$ cat config.mk
export PLATFORM = sky130hd
export DESIGN_NAME = uart_trigger_decoder
export DESIGN_NICKNAME = d
export VERILOG_FILES = /design/src/uart_trig_pkg.sv /design/src/uart_line_rx.sv /design/src/uart_trigger_decoder.sv
export SDC_FILE = /design/constraint.sdc
export NUM_CORES = 2
export LEC_CHECK = 0
export BUFFER_PORTS_ARGS = -buffer_cell sky130_fd_sc_hd__buf_4
export CAP_MARGIN = 5
export CORE_ASPECT_RATIO = 0.7
export CORE_MARGIN = 2
export CORE_UTILIZATION = 55
export CTS_CLUSTER_DIAMETER = 120
export DETAILED_ROUTE_END_ITERATION = 12
export MAX_ROUTING_LAYER = met4
export PLACE_DENSITY = 0.72
export SYNTH_ARGS = -nofsm -noshare
export SYNTH_HDL_FRONTEND = slang
export SYNTH_SLANG_ARGS = --single-unit
$ cat constraint.sdc
create_clock -name aclk -period 7.7 [get_ports aclk]
set_input_delay 1.54 -clock aclk [delete_from_list [all_inputs] [get_ports aclk]]
set_output_delay 1.54 -clock aclk [all_outputs]
set_load 0.1 [all_outputs]
$ cat src/uart_trig_pkg.sv
// Register map, field layout, reset values and mode encodings of the serial trigger decoder.
package uart_trig_pkg;
  localparam logic [7:0] OFS_CTRL = 8'h00;
  localparam logic [7:0] OFS_BAUD = 8'h04;
  localparam logic [7:0] OFS_TOUT = 8'h08;
  localparam logic [7:0] OFS_EWORD = 8'h0c;
  localparam logic [7:0] OFS_PAT = 8'h10;
  localparam logic [7:0] OFS_STAT = 8'h14;
  localparam logic [7:0] OFS_RIDX = 8'h18;
  localparam logic [7:0] OFS_RSTART = 8'h1c;
  localparam logic [7:0] OFS_RSTOP = 8'h20;
  localparam logic [7:0] OFS_RINFO = 8'h24;
  localparam logic [7:0] OFS_RRATE = 8'h28;
  localparam int C_MODE = 0;
  localparam int C_SRC = 3;
  localparam int C_PAR = 4;
  localparam int C_POL = 7;
  localparam int C_MSB = 8;
  localparam int C_STOP = 9;
  localparam int C_DBITS = 11;
  localparam int C_PKT = 15;
  localparam int C_OP = 17;
  localparam int C_PLEN = 20;
  localparam int C_POS = 22;
  localparam int C_CAP = 26;
  localparam int I_LINE = 9;
  localparam int I_INC = 10;
  localparam int I_SERR = 11;
  localparam int I_SPERR = 12;
  localparam int I_PERR = 13;
  localparam int I_ERR = 14;
  localparam int I_OK = 15;
  localparam logic [31:0] CTRL_RST = 32'h0400_4000;
  localparam logic [31:0] BAUD_RST = 32'h0000_00d9;
  localparam logic [31:0] TOUT_RST = 32'h0000_ffff;
  localparam logic [8:0] EWORD_RST = 9'h00a;
  localparam logic [31:0] PAT_RST = 32'h0000_0000;
  localparam logic [1:0] RESP_OK = 2'h0;
  localparam logic [1:0] RESP_SLV = 2'h2;
  typedef enum logic [2:0] {TRG_START, TRG_PKT, TRG_DATA, TRG_PAR, TRG_BRK, TRG_STOP} trig_e;
  typedef enum logic [2:0] {PAR_NONE, PAR_ODD, PAR_EVEN, PAR_MARK, PAR_SPACE, PAR_DC} par_e;
  typedef enum logic [1:0] {PKT_NONE, PKT_END, PKT_TOUT} pkt_e;
  typedef enum logic [2:0] {OP_EQ, OP_NE, OP_LT, OP_LE, OP_GT, OP_GE} op_e;
  typedef enum logic [2:0] {RX_IDLE, RX_START, RX_DATA, RX_PAR, RX_STOP, RX_TAIL, RX_BRK} rx_e;
endpackage : uart_trig_pkg

$ cat src/uart_line_rx.sv
// Word framer for one monitored serial line.
`timescale 1ns/1ns
`default_nettype none
module uart_line_rx
  import uart_trig_pkg::*;
#(
  parameter int BAUD_W = 16
) (
  // Clock and reset
  input wire logic aclk,
  input wire logic aresetn,
  // Serial pin, asynchronous to aclk
  input wire logic line,
  // Line configuration
  input wire logic en,
  input wire logic pol_low,
  input wire logic msb_first,
  input wire logic [3:0] dbits,
  input wire par_e pmode,
  input wire logic [1:0] stop_sel,
  input wire logic [BAUD_W-1:0] baud,
  // Word events
  output logic start_p,
  output logic done_p,
  output logic inc,
  output logic serr,
  output logic sperr,
  output logic perr,
  output logic brk_p,
  output logic [8:0] value
);
  typedef struct packed {
    logic s1;
    logic s2;
    logic s3;
    rx_e st;
    logic [BAUD_W-1:0] cnt;
    logic [3:0] nbit;
    logic [8:0] sh;
    logic ones;
    logic seen1;
    logic pe;
    logic start_p;
    logic done_p;
    logic inc;
    logic serr;
    logic sperr;
    logic perr;
    logic brk_p;
    logic [8:0] value;
  } rx_s;
  rx_s q;
  rx_s d;
  logic lv;
  logic lv_p;
  logic tick;
  logic has_par;
  logic [3:0] nb;
  logic [BAUD_W-1:0] half;
  logic [BAUD_W-1:0] tail;
  assign lv = q.s2 ^ pol_low; // [RULE17]
  assign lv_p = q.s3 ^ pol_low;
  assign tick = q.cnt == '0;
  assign has_par = pmode != PAR_NONE;
  assign nb = (dbits < 4'd5) ? 4'd5 : (has_par && dbits > 4'd8) ? 4'd8 : dbits; // [RULE18]
  assign half = baud >> 1;
  assign tail = (stop_sel == 2'd0) ? half : (stop_sel == 2'd1) ? baud : baud + half; // [RULE18]
  always_comb begin
    d = q;
    d.s1 = line;
    d.s2 = q.s1;
    d.s3 = q.s2;
    d.start_p = 1'b0;
    d.done_p = 1'b0;
    d.brk_p = 1'b0;
    if (!tick) begin
      d.cnt = q.cnt - BAUD_W'(1);
    end
    case (q.st)
      RX_IDLE: begin
        // Only a falling edge after a finished stop period starts a word.
        if (en && lv_p && !lv) begin // [RULE1]
          d.st = RX_START;
          d.cnt = half; // [RULE21]
          d.start_p = 1'b1;
          d.seen1 = 1'b0;
          d.ones = 1'b0;
          d.nbit = 4'h0;
          d.pe = 1'b0;
          d.sh = '0;
        end
      end
      RX_START: begin
        if (tick) begin
          d.cnt = baud - BAUD_W'(1);
          d.st = RX_DATA;
          if (lv) begin // [RULE15]
            d.st = RX_IDLE;
            d.done_p = 1'b1;
            d.inc = 1'b0;
            d.serr = 1'b1;
            d.sperr = 1'b0;
            d.perr = 1'b0;
            d.value = '0;
          end
        end
      end
      RX_DATA: begin
        if (tick) begin
          d.cnt = baud - BAUD_W'(1);
          d.sh = msb_first ? {q.sh[7:0], lv} : {lv, q.sh[8:1]};
          d.ones = q.ones ^ lv;
          d.seen1 = q.seen1 | lv;
          d.nbit = q.nbit + 4'h1;
          if (q.nbit == nb - 4'h1) begin
            d.st = has_par ? RX_PAR : RX_STOP;
          end
        end
      end
      RX_PAR: begin
        if (tick) begin
          d.cnt = baud - BAUD_W'(1);
          d.seen1 = q.seen1 | lv;
          d.st = RX_STOP;
          d.pe = (pmode == PAR_ODD && lv == q.ones) || (pmode == PAR_EVEN && lv != q.ones) ||
                 (pmode == PAR_MARK && !lv) || (pmode == PAR_SPACE && lv); // [RULE20]
        end
      end
      RX_STOP: begin
        if (tick) begin
          d.done_p = 1'b1;
          d.inc = 1'b0;
          d.serr = 1'b0;
          d.sperr = !lv; // [RULE7]
          d.perr = q.pe; // [RULE15]
          d.value = msb_first ? (q.sh & (9'h1ff >> (4'd9 - nb))) : (q.sh >> (4'd9 - nb));
          if (lv) begin
            d.st = RX_TAIL;
            d.cnt = tail;
          end else if (!q.seen1) begin
            // A word of zeros with a low stop bit means the line is held in break.
            d.st = RX_BRK;
            d.brk_p = 1'b1; // [RULE6]
          end else begin
            d.st = RX_IDLE;
          end
        end
      end
      RX_TAIL: begin
        if (tick) begin
          d.st = RX_IDLE;
        end
      end
      RX_BRK: begin
        if (lv) begin
          d.st = RX_IDLE;
        end
      end
      default: begin
        d.st = RX_IDLE;
      end
    endcase
    if (!en && q.st inside {RX_START, RX_DATA, RX_PAR, RX_STOP}) begin // [RULE14]
      d.st = RX_IDLE;
      d.done_p = 1'b1;
      d.inc = 1'b1;
      d.serr = 1'b0;
      d.sperr = 1'b0;
      d.perr = 1'b0;
      d.brk_p = 1'b0;
      d.value = q.sh;
    end
  end
  always_ff @(posedge aclk) begin
    if (!aresetn) begin
      q <= '0;
    end else begin
      q <= d;
    end
  end
  assign start_p = q.start_p;
  assign done_p = q.done_p;
  assign inc = q.inc;
  assign serr = q.serr;
  assign sperr = q.sperr;
  assign perr = q.perr;
  assign brk_p = q.brk_p;
  assign value = q.value;
endmodule : uart_line_rx
`default_nettype wire

$ cat src/uart_trigger_decoder.sv
// Serial line trigger and word decoder with an AXI4-Lite register port.
// Summary of operation
// [RULE1] Start-bit mode fires on first low bit after a finished stop bit.
// [RULE2] Packet-start mode fires at the start of each detected packet.
// [RULE3] Data mode fires when pattern matches at set word position, chosen operator.
// [RULE4] A multi-word pattern must match on consecutive words before firing.
// [RULE5] Parity trigger only with a parity mode set; fires on wrong parity bit.
// [RULE6] Break is signalled when the line stays low over a whole word.
// [RULE7] Stop-error mode fires when the sampled stop bit is low.
// [RULE8] All triggers look at one line, chosen as transmit or receive.
// [RULE9] Pattern words are most significant bit first regardless of bit order.
// [RULE10] A set number of words after packet start is skipped before matching.
// [RULE11] Word position counts only when packet detection is on.
// [RULE12] Every decoded word gets the next sequential index.
// [RULE13] Each word records start bit and stop bit timestamps.
// [RULE14] Words cut short by capture end are incomplete, never valid.
// [RULE15] Start, stop and parity errors are flagged apart, plus an any-error flag.
// [RULE16] Each word reports its value, its line and its data rate.
// [RULE17] Start bit is 0, stop and idle are 1; polarity picks the levels.
// [RULE18] Five to eight data bits, nine without parity, then 1, 1.5 or 2 stops; without parity, settings above nine are used unclamped.
// [RULE19] Packets end on an end word or idle timeout; next start opens one.
// [RULE20] Parity odd, even, mark, space or don't care, checked as configured.
// [RULE21] Bits are sampled mid-period, counted from the start bit falling edge.
`timescale 1ns/1ns
`default_nettype none
module uart_trigger_decoder
  import uart_trig_pkg::*;
#(
  parameter int BAUD_W = 16
) (
  // Clock and reset
  input wire logic aclk,
  input wire logic aresetn,
  // Monitored serial lines
  input wire logic tx_line,
  input wire logic rx_line,
  // AXI4-Lite write address and data
  input wire logic [7:0] awaddr,
  input wire logic awvalid,
  output logic awready,
  input wire logic [31:0] wdata,
  input wire logic [3:0] wstrb,
  input wire logic wvalid,
  output logic wready,
  // AXI4-Lite write response
  output logic [1:0] bresp,
  output logic bvalid,
  input wire logic bready,
  // AXI4-Lite read
  input wire logic [7:0] araddr,
  input wire logic arvalid,
  output logic arready,
  output logic [31:0] rdata,
  output logic [1:0] rresp,
  output logic rvalid,
  input wire logic rready,
  // Events
  output logic trig,
  output logic rec_stb
);
  if (BAUD_W < 4 || BAUD_W > 32) begin : g_chk
    $error("BAUD_W must lie between 4 and 32.");
  end
  typedef struct packed {
    logic awready;
    logic wready;
    logic aw_held;
    logic w_held;
    logic [7:0] awaddr;
    logic [31:0] wdata;
    logic [3:0] wstrb;
    logic bvalid;
    logic [1:0] bresp;
    logic arready;
    logic rvalid;
    logic [1:0] rresp;
    logic [31:0] rdata;
    logic [31:0] ctrl;
    logic [BAUD_W-1:0] baud;
    logic [31:0] tout;
    logic [8:0] eword;
    logic [31:0] pat;
    logic [31:0] ts;
    logic trig;
    logic [15:0] trig_cnt;
    logic rec_stb;
    logic rec_vld;
    logic [15:0] rec_idx;
    logic [31:0] rec_start;
    logic [31:0] rec_stop;
    logic [15:0] rec_info;
    logic [BAUD_W-1:0] rec_rate;
    logic [1:0][31:0] tstart;
    logic pkt_new;
    logic idle_on;
    logic [31:0] idle_cnt;
    logic [4:0] wpos;
    logic [1:0] mcnt;
  } st_s;
  st_s q;
  st_s d;
  logic [1:0] lines;
  logic [1:0] start_p;
  logic [1:0] done_p;
  logic [1:0] inc;
  logic [1:0] serr;
  logic [1:0] sperr;
  logic [1:0] perr;
  logic [1:0] brk_p;
  logic [1:0][8:0] val;
  trig_e mode;
  par_e pmode;
  pkt_e pkt;
  op_e op;
  logic sel;
  logic [1:0] plen;
  logic [3:0] pos;
  logic s_start;
  logic s_done;
  logic s_inc;
  logic s_sperr;
  logic s_perr;
  logic s_brk;
  logic [8:0] s_val;
  logic [7:0] pw;
  logic at_pos;
  logic hit;
  logic dfire;
  logic pkt_go;
  logic par_on;
  logic fire;
  assign lines = {rx_line, tx_line};
  assign mode = trig_e'(q.ctrl[C_MODE +: 3]);
  assign pmode = par_e'(q.ctrl[C_PAR +: 3]);
  assign pkt = pkt_e'(q.ctrl[C_PKT +: 2]);
  assign op = op_e'(q.ctrl[C_OP +: 3]);
  assign sel = q.ctrl[C_SRC];
  assign plen = q.ctrl[C_PLEN +: 2];
  assign pos = q.ctrl[C_POS +: 4];
  for (genvar i = 0; i < 2; i++) begin : g_line
    uart_line_rx #(
      .BAUD_W(BAUD_W)
    ) u_rx (
      .aclk(aclk),
      .aresetn(aresetn),
      .line(lines[i]),
      .en(q.ctrl[C_CAP]),
      .pol_low(q.ctrl[C_POL]),
      .msb_first(q.ctrl[C_MSB]),
      .dbits(q.ctrl[C_DBITS +: 4]),
      .pmode(pmode),
      .stop_sel(q.ctrl[C_STOP +: 2]),
      .baud(q.baud),
      .start_p(start_p[i]),
      .done_p(done_p[i]),
      .inc(inc[i]),
      .serr(serr[i]),
      .sperr(sperr[i]),
      .perr(perr[i]),
      .brk_p(brk_p[i]),
      .value(val[i])
    );
  end
  // Every trigger condition is taken from the selected line only.
  assign s_start = start_p[sel]; // [RULE8]
  assign s_done = done_p[sel];
  assign s_inc = inc[sel];
  assign s_sperr = sperr[sel];
  assign s_perr = perr[sel];
  assign s_brk = brk_p[sel];
  assign s_val = val[sel];
  // Pattern word k sits k bytes below the top, so the first word is the most significant.
  assign pw = q.pat[{~q.mcnt, 3'b000} +: 8]; // [RULE9]
  assign at_pos = (pkt == PKT_NONE) || (q.mcnt != 2'd0) || (q.wpos == {1'b0, pos}); // [RULE10] [RULE11]
  assign hit = s_done && !s_inc && cmp_word(s_val[7:0], pw, op) && at_pos; // [RULE3]
  assign dfire = hit && (q.mcnt == plen); // [RULE4]
  assign pkt_go = s_start && q.pkt_new && (pkt != PKT_NONE); // [RULE2]
  assign par_on = pmode inside {PAR_ODD, PAR_EVEN, PAR_MARK, PAR_SPACE};
  assign fire = (mode == TRG_START && s_start) || (mode == TRG_PKT && pkt_go) || // [RULE1]
                (mode == TRG_DATA && dfire) ||
                (mode == TRG_PAR && par_on && s_done && s_perr) || // [RULE5]
                (mode == TRG_BRK && s_brk) || // [RULE6]
                (mode == TRG_STOP && s_done && s_sperr && !s_inc); // [RULE7]
  function automatic logic cmp_word(input logic [7:0] a, input logic [7:0] b, input op_e o);
    case (o)
      OP_EQ: return a == b;
      OP_NE: return a != b;
      OP_LT: return a < b;
      OP_LE: return a <= b;
      OP_GT: return a > b;
      OP_GE: return a >= b;
      default: return 1'b0;
    endcase
  endfunction : cmp_word
  function automatic logic [31:0] merge(input logic [31:0] old, input logic [31:0] nw,
                                        input logic [3:0] be);
    logic [31:0] r;
    r = old;
    for (int b = 0; b < 4; b++) begin
      if (be[b]) begin
        r[8*b +: 8] = nw[8*b +: 8];
      end
    end
    return r;
  endfunction : merge
  always_comb begin
    d = q;
    d.ts = q.ts + 32'h1;
    d.trig = fire;
    d.rec_stb = 1'b0;
    if (fire) begin
      d.trig_cnt = q.trig_cnt + 16'h1;
    end
    if (awvalid && q.awready) begin
      d.aw_held = 1'b1;
      d.awaddr = awaddr;
    end
    if (wvalid && q.wready) begin
      d.w_held = 1'b1;
      d.wdata = wdata;
      d.wstrb = wstrb;
    end
    if (bready && q.bvalid) begin
      d.bvalid = 1'b0;
    end
    // A write lands only once both halves are held, so their arrival order does not matter.
    if (q.aw_held && q.w_held && !q.bvalid) begin
      d.aw_held = 1'b0;
      d.w_held = 1'b0;
      d.bvalid = 1'b1;
      d.bresp = RESP_OK;
      case (q.awaddr)
        OFS_CTRL: d.ctrl = merge(q.ctrl, q.wdata, q.wstrb);
        OFS_BAUD: d.baud = BAUD_W'(merge(32'(q.baud), q.wdata, q.wstrb));
        OFS_TOUT: d.tout = merge(q.tout, q.wdata, q.wstrb);
        OFS_EWORD: d.eword = 9'(merge(32'(q.eword), q.wdata, q.wstrb));
        OFS_PAT: d.pat = merge(q.pat, q.wdata, q.wstrb);
        default: d.bresp = RESP_SLV;
      endcase
    end
    if (rready && q.rvalid) begin
      d.rvalid = 1'b0;
    end
    if (arvalid && q.arready) begin
      d.rvalid = 1'b1;
      d.rresp = RESP_OK;
      case (araddr)
        OFS_CTRL: d.rdata = q.ctrl;
        OFS_BAUD: d.rdata = 32'(q.baud);
        OFS_TOUT: d.rdata = q.tout;
        OFS_EWORD: d.rdata = 32'(q.eword);
        OFS_PAT: d.rdata = q.pat;
        OFS_STAT: d.rdata = {q.rec_vld, 15'h0, q.trig_cnt};
        OFS_RIDX: d.rdata = 32'(q.rec_idx);
        OFS_RSTART: d.rdata = q.rec_start;
        OFS_RSTOP: d.rdata = q.rec_stop;
        OFS_RINFO: d.rdata = 32'(q.rec_info);
        OFS_RRATE: d.rdata = 32'(q.rec_rate);
        default: begin
          d.rdata = 32'h0;
          d.rresp = RESP_SLV;
        end
      endcase
    end
    d.awready = !d.aw_held && !d.bvalid;
    d.wready = !d.w_held && !d.bvalid;
    d.arready = !d.rvalid;
    // Packet framing on the selected line.
    if (s_start) begin
      d.idle_on = 1'b0;
      if (q.pkt_new) begin // [RULE19]
        d.pkt_new = 1'b0;
        d.wpos = 5'h0;
        d.mcnt = 2'd0;
      end
    end
    if (s_done && !s_inc) begin
      d.wpos = (q.wpos == 5'h1f) ? q.wpos : q.wpos + 5'h1;
      d.idle_on = 1'b1;
      d.idle_cnt = 32'h0;
      if (pkt == PKT_END && s_val == q.eword) begin // [RULE19]
        d.pkt_new = 1'b1;
      end
      // A mismatch drops a partial match; the word is not retried as the first one.
      d.mcnt = dfire ? 2'd0 : hit ? q.mcnt + 2'd1 : 2'd0; // [RULE4]
    end else if (q.idle_on) begin
      d.idle_cnt = q.idle_cnt + 32'h1;
      if (pkt == PKT_TOUT && q.idle_cnt >= q.tout) begin // [RULE19]
        d.pkt_new = 1'b1;
        d.idle_on = 1'b0;
      end
    end
    // Decode records for both lines; the receive line is recorded last when both finish.
    for (int i = 0; i < 2; i++) begin
      if (start_p[i]) begin
        d.tstart[i] = q.ts; // [RULE13]
      end
      if (done_p[i]) begin
        d.rec_idx = d.rec_idx + 16'h1; // [RULE12]
        d.rec_start = q.tstart[i]; // [RULE13]
        d.rec_stop = q.ts;
        d.rec_rate = q.baud; // [RULE16]
        d.rec_info = {!inc[i] && !(serr[i] || sperr[i] || perr[i]), // [RULE14]
                      serr[i] || sperr[i] || perr[i], perr[i], sperr[i], serr[i], // [RULE15]
                      inc[i], 1'(i), val[i]}; // [RULE16]
        d.rec_stb = 1'b1;
        d.rec_vld = 1'b1;
      end
    end
  end
  always_ff @(posedge aclk) begin
    if (!aresetn) begin
      q <= '0;
      q.ctrl <= CTRL_RST;
      q.baud <= BAUD_W'(BAUD_RST);
      q.tout <= TOUT_RST;
      q.eword <= EWORD_RST;
      q.pat <= PAT_RST;
      q.pkt_new <= 1'b1;
    end else begin
      q <= d;
    end
  end
  assign awready = q.awready;
  assign wready = q.wready;
  assign bresp = q.bresp;
  assign bvalid = q.bvalid;
  assign arready = q.arready;
  assign rdata = q.rdata;
  assign rresp = q.rresp;
  assign rvalid = q.rvalid;
  assign trig = q.trig;
  assign rec_stb = q.rec_stb;
endmodule : uart_trigger_decoder
`default_nettype wire

---- Word-level counts from Yosys, hierarchy flattened ----
Index checks and enable logic that the tools add are counted.
storage, ports and cells
  bits in registers ....................... 584
  input port bits ......................... 61
  output and inout port bits .............. 43
  logic and storage cells ................. 454
operators by class
  add/subtract/negate cells ............... 15
  magnitude comparators ................... 8
  equal/unequal tests ..................... 80
  shift operators ......................... 4
  mux-type cells .......................... 107
  bitwise operators ....................... 16
  reductions and logical operators ........ 142
operators by type and width
  cell                                                                   count
  32-bit one-hot mux with 11 select lines                                1
  114-bit two-way mux                                                    2
  16-bit one-hot mux with 5 select lines                                 2
  34-bit two-way mux                                                     4
  19-bit two-way mux                                                     6
  16-bit two-way mux                                                     6
  9-bit two-way mux                                                      10
  36-bit two-way mux                                                     2
  32-bit by 1-bit adder with 32-bit output, second input constant        2
  3-bit AND reduction                                                    21
  15-bit two-way mux                                                     4
  14-bit one-hot mux with 2 select lines                                 2
  16-bit by 1-bit adder with 16-bit output, second input constant        3
  16-bit by 1-bit subtractor with 16-bit output, second input constant   3
  1-bit logical AND                                                      44
  3-bit one-hot mux with 7 select lines                                  2
  8-bit by 5-bit equality test with 1-bit output, second input constant  5
  3-bit two-way mux                                                      12
  2-bit by 1-bit != test with 1-bit output, second input constant        18
  9-bit one-hot mux with 2 select lines                                  2
  35-bit two-way mux                                                     1
  3-bit equality test, second input constant                             11
  8-bit by 4-bit equality test with 1-bit output, second input constant  4
  32-bit >= comparator                                                   1
  62 further kinds                                                       204

---- Depth between registers and ports, before layout ----
  depth in word-level cells ............... 12
  depth in mapped cells ................... 13

---- Cells and area by module ----
From an unflattened synthesis, not the netlist that was laid out.
second synthesis, totals
  cell total of the unflattened synthesis .. 3999
  area total of the unflattened synthesis .. 32934.1 um2
modules (own cells, without submodules)
  module                          times used  cells an instance  area each (um2)  sequential area each (um2)
  uart_trigger_decoder            1           2558               22177.5          9489.1
  uart_line_rx at g_line[0].u_rx  1           730                5497.8           1081.0
  uart_line_rx at g_line[1].u_rx  1           711                5258.8           1081.0

---- Worst setup path before layout ----
No wires, ideal clock.
  path type ............................... register to register
  start ................................... register q[0] in the netlist's numbering
  end ..................................... register q[220] in the netlist's numbering
  library setup time ...................... 128 ps
  arrival ................................. 3476 ps
  path slack .............................. 4096 ps
  stages on the path, launching flop included .. 14
  buffers on the path ..................... 3
  cells stage by stage .................... dfxtp_1 -> buf_1 -> mux4_2 -> inv_1 -> ha_1 -> and4b_1 -> a211oi_1 -> nor3_1 -> o311ai_1 -> and3_1 -> clkbuf_1 -> buf_2 -> mux2i_1 -> nor2_1
on the way
  longest elaborated chain between the ends .. 12
  elaborated cells between the ends (all ways) .. 21
  classes of those cells .................. order compare (4); eq/ne (3); shift (1); mux (1); bitwise (1); reduce/logical (11)
ends and longest elaborated chain
  what                                                    line                         source
  start: declaration                                      uart_trigger_decoder.sv:100  st_s q;
  2-bit NOT                                               uart_trigger_decoder.sv:173  assign pw = q.pat[{~q.mcnt, 3'b000} +: 8];
  32-bit by 6-bit variable part select with 8-bit output  uart_trigger_decoder.sv:173
  8-bit >= comparator, or another cell as far along       uart_trigger_decoder.sv:191  OP_GE: return a >= b;
  1-bit one-hot mux with 6 select lines                   uart_trigger_decoder.sv:185  case (o)
  1-bit logical AND (2 in a row)                          uart_trigger_decoder.sv:175  assign hit = s_done && !s_inc && cmp_word(s_val[7:0], pw, op) && at_pos;
  1-bit logical AND *                                     uart_trigger_decoder.sv:176  assign dfire = hit && (q.mcnt == plen);
  1-bit logical AND *                                     uart_trigger_decoder.sv:180  (mode == TRG_DATA && dfire) ||
  1-bit logical OR *                                      uart_trigger_decoder.sv:179  assign fire = (mode == TRG_START && s_start) || (mode == TRG_PKT && pkt_go) ||
  1-bit logical OR *                                      uart_trigger_decoder.sv:180
  1-bit logical OR *                                      uart_trigger_decoder.sv:181  (mode == TRG_PAR && par_on && s_done && s_perr) ||
  1-bit logical OR *                                      uart_trigger_decoder.sv:182  (mode == TRG_BRK && s_brk) ||
Mark *: on every way between the ends. The rest lies on a longest branch, timed or not.
A chain may end at the register's enable or synchronous reset.

---- Worst setup path in the final report ----
  start ................................... register q[360] in the netlist's numbering
  end ..................................... register q[227] in the netlist's numbering
on the way
  longest elaborated chain between the ends .. 12
  elaborated cells between the ends (all ways) .. 42
  classes of those cells .................. order compare (4); eq/ne (2); mux (15); reduce/logical (21)
ends and longest elaborated chain
  what                                                                                       line
  9-bit two-way mux (implied by the code) or 1-bit two-way mux (tied branches) (2 in a row)  uart_trigger_decoder.sv:171, uart_trigger_decoder.sv:167
  8-bit >= comparator, or another cell as far along                                          uart_trigger_decoder.sv:191
  1-bit one-hot mux with 6 select lines or 1-bit logical AND (tied branches)                 uart_trigger_decoder.sv:185, uart_trigger_decoder.sv:175
  1-bit logical AND (2 in a row)                                                             uart_trigger_decoder.sv:175
  1-bit logical AND                                                                          uart_trigger_decoder.sv:176
  1-bit logical AND                                                                          uart_trigger_decoder.sv:180
  1-bit logical OR                                                                           uart_trigger_decoder.sv:179
  1-bit logical OR                                                                           uart_trigger_decoder.sv:180
  1-bit logical OR                                                                           uart_trigger_decoder.sv:181
  1-bit logical OR *                                                                         uart_trigger_decoder.sv:182
Mark *: on every way between the ends. The rest lies on a longest branch, timed or not. The select of a mux whose other input is x is not followed.

==> flow_metrics.tcl <==
set metrics [dict create \
    start_util_pct 55.57 \
    layout-drive-gt1-share_pct 8.514 \
    portBuffers 101 \
    dpl-instance-area_sq_mm 0.03073 \
    drc 0 \
    finalCritPeriodShare_pct 54.45 \
    fmax_mhz 238.5 \
    io_pins 104 \
    setup_violations 0 \
    rsz0062_at_grt "no" \
    cap_violations 0 \
    htree_levels 2 \
    synth_top_area_share_pct 39.08 \
    crit_path_start_kind "flop" \
    finalInstanceArea_sq_mm 0.03279 \
    dr.pass1.iters 10 \
    cts_tree "done" \
    grt_max_degree 197 \
    final.min_clock_period_ns 4.193 \
    whs_ns 0.4319 \
    gp_congestion 1.019 \
    die_area_sq_mm 0.05612 \
    cts_sinks 582 \
    place_inst 4222 \
    worst-path-max-fanout 24 \
    finalSetupTns_ns 0 \
    track_usage_pct 34.64 \
    core_area_sq_mm 0.05366 \
    reg2reg_depth 9 \
    wirelength_microns 96520 \
    cts_buffers 55 \
    synth.area.top_cells "dfxtp_1 39%, mux2i_1 8.1%, nor2_1 5.8%" \
    overflow 0 \
    mostFrequentLayoutCells "578 x dfxtp_1, 454 x nand2_1, 453 x nor2_1" \
    peakVddDrop_mv 0.2304 \
    status "finished clean" \
    clk_pin_slew_ns 0.07 \
    die_w_microns 282.3 \
    critPathKind "flop to flop" \
    final_common_cell "dfxtp_1" \
    postCtsSetupRepairBufs 0 \
    synth_flop_cell "dfxtp_1" \
    p_leak_nw 12.23 \
    yosysWarningCount 0 \
    tightestPinTransition_ns 1.194 \
    grt_pass1_wl_microns 145900 \
    cp-end-kind "flop" \
    skew_ns 0.01466 \
    ys_types 89 \
    synth.cell_area_sq_mm 0.02982 \
    maxSlewViolCount 0 \
    routedWlPerCell_microns 22.31 \
    hold_depth 1 \
    final_cell_count_no_fill 4326 \
    num_rows 71 \
    ctsHoldBuffers 0 \
    synth-edff-count 0 \
    crit_arrival_ns 4.75 \
    cts_root_buf "clkbuf_16" \
    viasPerCell 6.266 \
    dieHeight_microns 198.8 \
    area_delta_synth_final_pct 9.966 \
    p_per_area_mw_per_mm2 226.0 \
    fillers 4757 \
    slew_headroom_pct 20.38 \
    hp-class "flop to flop" \
    postSynth.asyncResetShare_pct 0 \
    syn_avg_cell_area_sq_um 8.252 \
    max-clock-path-buffers 3 \
    post_synth_inst_count 3613 \
    nets 3706 \
    cts_resized 0 \
    cp.required_ns 8.25 \
    yosysTopAreaCell "dfxtp_1" \
    clk_latency_ns 0.63 \
    dp.final_hpwl_microns 68260 \
    antenna_found_initial 1 \
    finalHoldViolations 0 \
    first_global_vias 23240 \
    antenna_left 0 \
    first_iter_violations 4113 \
    num_vias 27110 \
    ys_seq_elements 582 \
    synth-seq-area-share_pct 39.08 \
]
==> cells in the mapped netlist, types with 50 or more instances <==
library cell / instances
inv_1: 88
xor2_1: 85
a21oi_1: 312
nand3_1: 92
nor3_1: 61
o21ai_0: 144
mux2i_1: 241
nand2_1: 454
dfxtp_1: 582
clkbuf_1: 201
xnor2_1: 62
ha_1: 95
nor2_1: 459
a221oi_1: 50
==> critical path: stages (launching register included) <==
cell and delay, ns:
dfxtp_1 0.88, mux2_2 0.45, ha_1 0.31, nand4_1 0.26, or4_1 0.55, a31oi_1 0.23, o311ai_1 0.15, and3_1 0.51
or4_1 0.61, a21oi_1 0.16
==> final timing paths <==
path                        startpoint  slack, ns              endpoint
setup / recovery                q[360]       3.51                q[227]
hold / removal    g_line[1].u_rx.d[52]       0.43  g_line[1].u_rx.d[51]
setup reg to reg                q[360]       3.51                q[227]
hold reg to reg   g_line[1].u_rx.d[52]       0.43  g_line[1].u_rx.d[51]
==> flip-flops by register name, summed over array words and instances, names as in the netlist, 2 cells and up <==
| register | count |
|---|---|
| g_line.u_rx.done_p | 2 |
| pos | 4 |
| g_line.u_rx.q | 72 |
| g_line.u_rx.start_p | 2 |
| rdata | 32 |
| g_line.u_rx.perr | 2 |
| g_line.u_rx.serr | 2 |
| g_line.u_rx.sperr | 2 |
| g_line.u_rx.inc | 2 |
| pkt | 2 |
| mode | 3 |
| q | 416 |
| g_line.u_rx.brk_p | 2 |
| op | 3 |
| g_line.u_rx.value | 18 |
| pmode | 3 |
| g_line.u_rx.d | 4 |
| plen | 2 |
==> per-layer routing <==
layer  track usage (%)  vias up  routed length, microns
met5                 -        -                       0
met4             7.545        0                    2228
met3             9.890      172                   13800
met2             42.27     1570                   35660
met1             54.18    12720                   44830
li1                  -    12650                       -
==> per-stage QoR <==
| stage | power [W] | worst slack (ns) | util (%) |
|---|---|---|---|
| floorplan | 0.004080 | 4.096 | - |
| global placement | 0.004350 | 3.654 | 57.26 |
| detailed placement | 0.004354 | 3.602 | 57.26 |
| CTS | 0.007390 | 3.590 | 61.10 |
| global route | 0.007646 | 3.256 | 61.11 |
| finish | 0.007409 | 3.507 | 61.11 |
==> kinds of logic (layout without fill, tap and decap cells) <==
family          Yosys count  in the layout  synth area share, %
other cells               1              4              0.01258
mux                     270            270                9.488
xor+xnor                149            149                4.469
buf+inv                 360            340                5.069
simple gates           1329           1329                20.11
flops                   582            582                39.08
fa+ha+maj                96             96                4.054
compound gates          826            826                17.72
==> power by group <==
group / switching [W] / internal [W] / leakage [nW] / total (W)
Combinational: 0.000698 / 0.000400 / 6.52 / 0.00110
Sequential: 0.000125 / 0.00311 / 4.71 / 0.00323
Clock: 0.00126 / 0.00182 / 0.999 / 0.00308
Total: 0.00208 / 0.00533 / 12.2 / 0.00741
==> area by class of cell <==
class	instances	area [sq um]	share of cell area [%]
multi-input combinational	2672	16690	50.90
sequential	582	11660	35.57
clock buffer	79	1638	4.995
timing repair buffer	146	1109	3.381
tap	730	913.4	2.786
clock inverter	23	419.2	1.278
inverter	92	352.8	1.076
antenna	2	5.005	0.01526
Power figures use the tool's default switching activity.
